**config.mk**
```make
export PLATFORM = sky130hd
export DESIGN_NAME = hie_top
export DESIGN_NICKNAME = d
export VERILOG_FILES = /design/src/core/hie_pkg.sv /design/src/core/hie_top.sv /design/src/core/hie_evt_flags.sv
export SDC_FILE = /design/constraint.sdc
export NUM_CORES = 1
export LEC_CHECK = 0
export BUFFER_PORTS_ARGS = -buffer_cell sky130_fd_sc_hd__buf_4
export CAP_MARGIN = 10
export CORE_MARGIN = 3
export CORE_UTILIZATION = 43
export DETAILED_ROUTE_END_ITERATION = 8
export PLACE_DENSITY = 0.9
export SETUP_SLACK_MARGIN = 0.15
export SLEW_MARGIN = 20
export SYNTH_ARGS = -nofsm -noshare
export SYNTH_HDL_FRONTEND = slang
export SYNTH_SLANG_ARGS = --single-unit
```
**constraint.sdc**
```tcl
create_clock -name ref_clk_in -period 3.9 [get_ports ref_clk_in]
set_input_delay 1.17 -clock ref_clk_in [delete_from_list [all_inputs] [get_ports ref_clk_in]]
set_output_delay 1.17 -clock ref_clk_in [all_outputs]
set_load 0.005 [all_outputs]
```
**src/core/hie_pkg.sv**
```systemverilog
// Constants and carrier types for the host interrupt enable and mask block
// Behaviour
// - Writing 1 to enable bit 31 sets the global interrupt gate; 0 ignored.
// - Enable bits 6 and 5 gate hub change and frame wrap events; 0 ignored.
// - Enable bits 4 and 3 gate fatal fault and resume events; 0 ignored.
// - Enable bits 2 and 0 gate frame begin and schedule overrun; 0 ignored.
// - Each clear port bit maps to the same status and enable bit.
// - Clear port write clears every enable bit written with 1.
// - Clear port write leaves every enable bit written with 0 unchanged.
// - Clear port read returns current enable register contents.
// - Clear port uses read code 05 and write code 85.
// - Writing 1 to clear port bit 31 drops the global gate; 0 ignored.
// - Clear port bits 6,5,4,3,2,0 clear the matching event enables.
// - Hardware or software reset clears gate and all enable bits.
// - Interrupt requested when flag and its enable and the gate are set.
// - Enable write sets ones, ignores zeros; read code 04, write 84.
// - Event flags set by hardware, cleared only by host writing 1; the code also clears them on software reset.
package hie_pkg;

   // Command codes, bit 7 marks a write
   localparam logic [7:0]  CMD_FLAG_RD  = 8'h03;
   localparam logic [7:0]  CMD_FLAG_WR  = 8'h83;
   localparam logic [7:0]  CMD_EN_RD    = 8'h04;
   localparam logic [7:0]  CMD_EN_WR    = 8'h84;
   localparam logic [7:0]  CMD_DIS_RD   = 8'h05;
   localparam logic [7:0]  CMD_DIS_WR   = 8'h85;

   // Field layout
   localparam int          EVT_W        = 7;
   localparam int          GATE_BIT     = 31;
   localparam int          HUB_BIT      = 6;
   localparam int          WRAP_BIT     = 5;
   localparam int          FAULT_BIT    = 4;
   localparam int          RESUME_BIT   = 3;
   localparam int          FRAME_BIT    = 2;
   localparam int          OVERRUN_BIT  = 0;
   localparam logic [6:0]  EVT_MASK     = 7'h7D;
   localparam logic [31:0] RD_ZERO      = 32'h0000_0000;
   localparam logic [31:0] EN_RESET     = 32'h0000_0000;

   // Whole state of the top module
   typedef struct packed {
      logic        gate;
      logic [6:0]  en;
      logic [31:0] rdata;
      logic        rvalid;
      logic        irq;
   } hie_state_t;

   // Whole state of the event flag module
   typedef struct packed {
      logic [6:0]  flags;
   } hie_flag_t;

   // One command from the host side
   typedef struct packed {
      logic        valid;
      logic [7:0]  code;
      logic [31:0] wdata;
   } hie_cmd_t;

endpackage

```
**src/core/hie_top.sv**
```systemverilog
// Interrupt enable and mask register pair with interrupt request gating
`timescale 1ns/10ps
module hie_top
   import hie_pkg::*;
(
   input  wire logic        ref_clk_in,      // Controller clock, 25 MHz
   input  wire logic        rst_in,          // Hardware reset, sync high
   input  wire logic        sw_rst_in,       // Software reset pulse
   input  wire logic        cmd_valid_in,    // Command strobe
   input  wire logic [7:0]  cmd_code_in,     // Command code
   input  wire logic [31:0] cmd_wdata_in,    // Write data
   input  wire logic [6:0]  evt_in,          // Event pulses
   output logic      [31:0] rdata_out,       // Read data
   output logic             rdata_valid_out, // Read answer strobe
   output logic             irq_out          // Interrupt request, high
);

   hie_state_t  st_r;
   hie_state_t  st_nxt;
   hie_cmd_t    cmd;
   logic [6:0]  flags;
   logic [6:0]  flag_clr;
   logic        wr_en;
   logic        wr_dis;
   logic        wr_flag;
   logic        rd_en;
   logic        rd_dis;
   logic        rd_flag;
   logic [31:0] en_view;

   // Bundle the command port
   always_comb begin
      cmd.valid = cmd_valid_in;
      cmd.code  = cmd_code_in;
      cmd.wdata = cmd_wdata_in;
   end

   // Command decode
   assign wr_en   = cmd.valid && (cmd.code == CMD_EN_WR);
   assign rd_en   = cmd.valid && (cmd.code == CMD_EN_RD);
   assign wr_dis  = cmd.valid && (cmd.code == CMD_DIS_WR);
   assign rd_dis  = cmd.valid && (cmd.code == CMD_DIS_RD);
   assign wr_flag = cmd.valid && (cmd.code == CMD_FLAG_WR);
   assign rd_flag = cmd.valid && (cmd.code == CMD_FLAG_RD);

   // Write-one clear of status flags
   assign flag_clr = wr_flag ? (cmd.wdata[6:0] & EVT_MASK) : 7'h00;

   // Enable word as both ports present it, reserved bits zero
   assign en_view = {st_r.gate, 24'h00_0000, st_r.en & EVT_MASK};

   // Status flags of the events
   hie_evt_flags #(
      .N          (EVT_W)
   ) u_flags (
      .ref_clk_in (ref_clk_in),
      .rst_in     (rst_in),
      .sw_rst_in  (sw_rst_in),
      .set_in     (evt_in),
      .clr_in     (flag_clr),
      .flags_out  (flags)
   );

   // Next state of enables, read answer and request
   always_comb begin
      st_nxt = st_r;
      st_nxt.rvalid = 1'b0;

      // Enable write sets ones and ignores zeros
      if (wr_en) begin
         if (cmd.wdata[GATE_BIT]) begin
            st_nxt.gate = 1'b1;
         end
         st_nxt.en = st_r.en | (cmd.wdata[6:0] & EVT_MASK);
      end

      // Clear port write drops ones, keeps zeros, same bit positions
      if (wr_dis) begin
         if (cmd.wdata[GATE_BIT]) begin
            st_nxt.gate = 1'b0;
         end
         st_nxt.en = st_r.en & ~cmd.wdata[6:0];
      end

      // Read answers; unknown codes are not answered
      if (rd_en || rd_dis) begin
         st_nxt.rvalid = 1'b1;
         st_nxt.rdata  = en_view;
      end else if (rd_flag) begin
         st_nxt.rvalid = 1'b1;
         st_nxt.rdata  = {25'h000_0000, flags & EVT_MASK};
      end

      // Request when a flag meets its enable under the gate
      st_nxt.irq = st_r.gate && ((flags & st_r.en & EVT_MASK) != 7'h00);

      // Software reset returns gate, enables and request to their reset values; read data is kept
      if (sw_rst_in) begin
         st_nxt.gate   = 1'b0;
         st_nxt.en     = EN_RESET[6:0];
         st_nxt.irq    = 1'b0;
      end
   end

   // State register
   always_ff @(posedge ref_clk_in) begin
      if (rst_in) begin
         st_r.gate   <= 1'b0;
         st_r.en     <= EN_RESET[6:0];
         st_r.rdata  <= RD_ZERO;
         st_r.rvalid <= 1'b0;
         st_r.irq    <= 1'b0;
      end else begin
         st_r <= st_nxt;
      end
   end

   // Outputs straight from the state register
   assign rdata_out       = st_r.rdata;
   assign rdata_valid_out = st_r.rvalid;
   assign irq_out         = st_r.irq;
endmodule

```
**src/core/hie_evt_flags.sv**
```systemverilog
// Sticky event flags that hardware sets and the host clears by writing ones
`timescale 1ns/10ps
module hie_evt_flags
   import hie_pkg::*;
#(
   parameter int N = EVT_W
) (
   input  wire logic         ref_clk_in,  // Controller clock
   input  wire logic         rst_in,      // Sync reset, high
   input  wire logic         sw_rst_in,   // Software reset pulse
   input  wire logic [N-1:0] set_in,      // Event pulses
   input  wire logic [N-1:0] clr_in,      // Host write-one clears
   output logic      [N-1:0] flags_out    // Registered flags
);

   // Refuse widths the layout cannot serve
   if (N != EVT_W) begin : g_bad_width
      $error("flag width must equal event width");
   end

   hie_flag_t st_r;
   hie_flag_t st_nxt;

   // Set wins over clear; hardware never clears a flag itself
   always_comb begin
      st_nxt = st_r;
      st_nxt.flags = (st_r.flags & ~clr_in) | set_in;
      st_nxt.flags = st_nxt.flags & EVT_MASK;
      if (sw_rst_in) begin
         st_nxt.flags = '0;
      end
   end

   // State register
   always_ff @(posedge ref_clk_in) begin
      if (rst_in) begin
         st_r <= '0;
      end else begin
         st_r <= st_nxt;
      end
   end

   assign flags_out = st_r.flags;
endmodule

```
After elaboration in Yosys (flattened, before gate mapping)
Index checks and enable logic that the tools add are counted.

Register bits after elaboration: 24. Output and inout bits: 34. Logic and storage cells: 39. ROM bits: 0. Bits in latches: 0. Memories kept: 0. Bits in writable memories: 0.

Reduce and logical (&&, ||, !) cells: 12. Bitwise operators: 7. Muxes and demuxes: 7. $add $sub $neg: 0. Magnitude comparators: 0. Shift-type cells: 0. Equal/unequal tests: 6. Multiply operators: 0. Divide/modulo/power cells: 0.

Operators by type and width (count): 33-bit 2-to-1 mux (2); 8-bit == test (second input constant) (3); 7-bit AND (3); 8-bit by 3-bit == test with 1-bit output (second input constant) (2); 8-bit 2-to-1 mux (2); 7-bit inverter (2); 7-bit bitwise OR (2); 8-bit by 2-bit == test with 1-bit output (second input constant) (1); 1-bit logical AND (7); 7-bit 2-to-1 mux (1); 7-bit nonzero test (1); 2-bit nonzero test (2); 1-bit 2-to-1 mux (2); 2-bit OR reduction (1); 1-bit logical OR (1).

Depth between registers and ports, before layout
Word-level depth: 6. Depth in mapped cells: 5. Mapped depth without buffers: 3.

Hierarchy
A second synthesis with hierarchy kept.

Cells, all modules: 135. Area, all modules: 1222.4 um^2.

By module, submodules not included: hie_top (area each 960.9 um^2, times used 1, cells an instance 107); hie_evt_flags (area each 261.5 um^2, times used 1, cells an instance 28).

Least setup slack after synthesis
OpenSTA, ideal clock, no wires.

Kind: in2reg. From: in cmd_code_in[5]. To: reg with a tool-made name. Setup slack: 1.775 ns. Setup time: 0.129 ns. Arrival: 1.996 ns. Stages on the path: 4. Buffers on the path: 1. Cell sequence: nor4b_4 > and3_2 > buf_6 > a311oi_1.

RTL lines: start: declaration (line hie_top.sv:10) `input wire logic [7:0] cmd_code_in,`.

Final worst setup path
From: in cmd_code_in[3]. To: reg st_r, in the netlist rdata_out[6].

Word-level cells in the longest chain between the ends: 4. Elaborated cells between the ends (all ways): 9.

Ends and longest elaborated chain: 8-bit by 3-bit == test with 1-bit output (on tied branches) (line hie_top.sv:40, hie_top.sv:42); 1-bit logical AND (on tied branches) (line hie_top.sv:40, hie_top.sv:42); 1-bit logical OR (line hie_top.sv:86) `if (rd_en || rd_dis) begin`; 33-bit 2-to-1 mux / 2-bit nonzero test (equally long branches); end signal: assignment (line hie_top.sv:114) `st_r <= st_nxt;`; end: declaration (line hie_top.sv:18) `hie_state_t st_r;`.

Several ways; a longest one is shown, not always the timed one. A chain may end at the register's enable or synchronous reset.

==> summary by stage <==
Outcome
The run finished with clean final reports.

Final layout
The number of nets in the final layout is 208. Summing all flip-flop and latch instances after layout gives 440.4 µm². Relative to the synthesized area, the layout overhead comes to 14.69%. The repair_antennas step left the layout with diodes totalling 0. In the layout the commonest cells are 33 x sky130_fd_sc_hd__buf_4, 25 x sky130_fd_sc_hd__conb_1, 22 x sky130_fd_sc_hd__dfxtp_1. The most common library cell in the layout ignoring fill and taps is sky130_fd_sc_hd__buf_4. The filler cells instantiated in the layout total 241. The count of cells in the finished layout, fillers not included, comes to 186. The fraction of layout instances using a drive strength above 1 is 0.2756. The combined area of the multi-input logic cells is 579.3 µm².

Place
The half-perimeter wire length after placement is 2068 µm. The worst slack at placement is 1.260 ns. Routability-driven placement finished with a final weighted congestion of 0.8317. The number of placed instances, taps included, is 182. The count of input and output buffers is 33.

Drt
For this block, the routed nets add up to 2733 µm of wire. After detailed routing, the number of vias per cell comes to 5.505. The first detailed-routing pass ran for 4 iterations. The post-route antenna net violation count is 0. The number of DRC markers in iteration 0 is 27. The count of vias placed by the detailed router is 1,024. For this run, design rule violations remaining after detail routing come to 0. Dividing the detail-routed wire length by the instance count gives 14.69 µm.

Global routing
The number of antenna violations at the first check in global routing is 0. The first global-routing pass estimated 4091 µm of wire. For this run, the total global-route usage over all layers was measured as 0.1540.

The pin count of the biggest net entering global routing is 13. The via count of the first global-routing pass was 905. The total overflow left after global routing is 0.

Power
The peak ir drop on the vdd network is 0.1759 mV. The reported leakage power is 0.5613 nW. Power spread over the standard cell area amounts to 302.4 nW/µm².

The power spent charging and discharging nets is 0.1041 mW. The share of total power dissipated in the clock network is 0.310. The share of total power dissipated in combinational logic is 0.132.

Of the total power, the share spent switching nets is 0.2517. The part of the total power dissipated in sequential elements is 0.558. Cell internal power was estimated by the tool at 0.3095 mW.

CTS
The total CTS buffers is 3. After clock tree synthesis, the flow added hold-fix buffers numbering 0. The buffer cell driving the clock tree root is sky130_fd_sc_hd__clkbuf_4. Clock tree synthesis found a total of 22 sinks. The clock tree from TritonCTS is yes. In this run, post-CTS repair resized a total of 0 instances. The number of post-CTS setup repair buffers is 0. In this run the number of H-tree levels came out at 1.

The clock input transition at the sequential cells of the worst setup and hold paths is 0.12 ns. For the worst-skew pair, the clock arrives at the later sink with an insertion delay of 0.32 ns. The clock tree buffer depth is 2.

Worst hold path
The min-delay analysis places its worst path in the category reg2reg.

Critical path
In this run the worst path has a maximum fanout of 11. For the worst setup path, the data arrival time is 2.55 ns. The worst setup path is captured at a flop.

Across all register-to-register paths, the minimum setup slack is 3.04 ns. The critical path is of the in2reg type. The largest single stage delay on the critical path is 0.57 ns.

For the worst setup path, the data required time is 4.13 ns. The number of buffers and inverters on the critical path is 1. The slowest stage of the critical path is the sky130_fd_sc_hd__nor2b_1 cell. The worst setup path is launched from a primary input. Walking the worst path, the cells encountered are buf_4 > nor2b_1 > o211ai_2 > a221oi_1. In this design, the largest share of critical-path delay is due to compound AO/OA/AOI/OAI gates.

Synthesis
By area the synthesized netlist is led by sky130_fd_sc_hd__dfxtp_1 37%, sky130_fd_sc_hd__buf_4 16%, sky130_fd_sc_hd__a311oi_1 5.1%. In the synthesized netlist, the number of instances is 129. The flip-flop and latch count after synthesis is 22. The Yosys warning count is 0.

The portion of the post-synthesis area used by sequential elements is 0.3694. The number of unique standard cell types used by synthesis is 32. Of the post-synthesis cell area, the dominant cell type holds 0.3694.

The synthesized area divided by synthesized cell count is 9.243 µm². The cell area after synthesis is 1192 µm². The cell taking the most area after synthesis is sky130_fd_sc_hd__dfxtp_1.

Timing
The worst clock skew is 0.002044 ns. The max-slew violation count came to 0. Setup repair after global routing left no endpoint under its margin. For the finished layout, the period the worst path requires is 2.323 ns. Dividing the final minimum period by the clock period gives 0.5956. Across all setup checks in the final design, the least slack found is 1.577 ns.

The pin slew with the least headroom to its limit is 0.7335 ns. Measured against its own limit, the worst slew margin works out to 0.5100. Setup violations remaining at the end of the flow were counted as 0. The hold violation total from the final report is 0. The setup TNS after final layout is 0 ns. The highest clock frequency the design can meet is 0.4305 GHz.

Floorplan
The vertical die dimension is 58.66 µm. The number of placed I/O pins is 85. The die is 58.66 µm wide. The total core area is 2567 µm².

The initial utilization of the core area, before any placement, comes to 0.4644. The row count is 18. The die area is 3441 µm².

Flow run
The number of max-cap violations is 0.
[final timing paths]
path | to | startpoint | depth (start not counted)
worst max-delay path | rdata_out[6]$_SDFFE_PP0P_ | cmd_code_in[3] | 4
worst min-delay path | irq_out$_SDFF_PP0_ | flop | 2
worst max register to register | rdata_out[0]$_SDFFE_PP0P_ | u_flags.flags_out[0]$_SDFF_PP0_ | 2
worst min register to register | irq_out$_SDFF_PP0_ | flop | 2
[through the flow]
stage	hold WS, ns	utilization	instance area (µm²)	power, mW
2_1_floorplan	0.4204	-	1282	0.2793
3_3_place_gp	0.4454	0.5185	1331	0.2870
3_5_place_dp	0.4363	0.5185	1331	0.2890
4_1_cts	0.4540	0.5327	1368	0.4112
5_1_grt	0.4700	0.5327	1368	0.4267
6_report	0.4607	0.5327	1368	0.4136
[power groups by stage]
| stage | Clock (mW) | Sequential, mW | Combinational (mW) |
|---|---|---|---|
| after detailed placement | 0 | 0.236 | 0.0532 |
| after global routing | 0.135 | 0.231 | 0.0598 |
| final | 0.128 | 0.231 | 0.0546 |
| after global placement | 0 | 0.235 | 0.0516 |
| after floorplan | 0 | 0.235 | 0.0444 |
| after CTS | 0.127 | 0.231 | 0.0536 |
[flip-flops by register name, indices dropped and copies added, names as in the netlist, named ones only]
register,cells
en_view,6
irq_out,1
rdata_out,7
rdata_valid_out,1
u_flags.flags_out,6
[tightest hold or removal path, cell delays in order, from the launching register on]
cell and delay (ns):
sky130_fd_sc_hd__dfxtp_1 0.34, sky130_fd_sc_hd__nand2_1 0.06, sky130_fd_sc_hd__a31oi_1 0.03
[per-layer routing]
metal / GRT usage / part of all wire / up-vias
met5: 0 / 0 / -
met4: 0.05825 / 0.011 / 0
met3: 0.02632 / 0.10 / 4
met2: 0.2791 / 0.52 / 62
met1: 0.1797 / 0.37 / 470
li1: - / - / 488
[cells by family (layout without fill, tap and decap cells)]
| logic type | Yosys count | in the layout | synth area share |
|---|---|---|---|
| AOI/OAI and AO/OA | 44 | 44 | 0.2718 |
| buffers and inverters | 41 | 44 | 0.2204 |
| other | 1 | 25 | 0.003145 |
| DFF | 22 | 22 | 0.3694 |
| and+or+nand+nor | 21 | 21 | 0.1354 |
[final cells by class]
type,count,area share
Clock buffer,4,0.02653
Inverter,7,0.01921
Multi-Input combinational cell,90,0.4236
Tap cell,30,0.02745
Sequential cell,22,0.3220
Timing Repair Buffer,33,0.1812
[cell usage after synthesis]
cell                        n
sky130_fd_sc_hd__a21oi_1    6
sky130_fd_sc_hd__a221oi_1   6
sky130_fd_sc_hd__a22oi_1    3
sky130_fd_sc_hd__a311oi_1   7
sky130_fd_sc_hd__a31oi_1    1
sky130_fd_sc_hd__a32o_1     1
sky130_fd_sc_hd__a41oi_1    7
sky130_fd_sc_hd__and2_1     1
sky130_fd_sc_hd__and2_2     1
sky130_fd_sc_hd__and3_1     1
sky130_fd_sc_hd__and3_2     1
sky130_fd_sc_hd__and3b_1    1
sky130_fd_sc_hd__buf_2      5
sky130_fd_sc_hd__buf_4     25
sky130_fd_sc_hd__buf_6      1
sky130_fd_sc_hd__clkbuf_1   2
sky130_fd_sc_hd__clkbuf_2   1
sky130_fd_sc_hd__conb_1     1
sky130_fd_sc_hd__dfxtp_1   22
sky130_fd_sc_hd__inv_1      7
sky130_fd_sc_hd__nand2_1    1
sky130_fd_sc_hd__nand2b_1   1
sky130_fd_sc_hd__nand3b_1   1
sky130_fd_sc_hd__nor2_1     2
sky130_fd_sc_hd__nor2b_1    2
sky130_fd_sc_hd__nor3b_1    6
sky130_fd_sc_hd__nor4_2     1
sky130_fd_sc_hd__nor4b_4    1
sky130_fd_sc_hd__o211ai_2   1
sky130_fd_sc_hd__o21ai_0    6
sky130_fd_sc_hd__o22ai_1    6
sky130_fd_sc_hd__or2_2      1
Note: power is estimated with default switching activity, not from simulation.
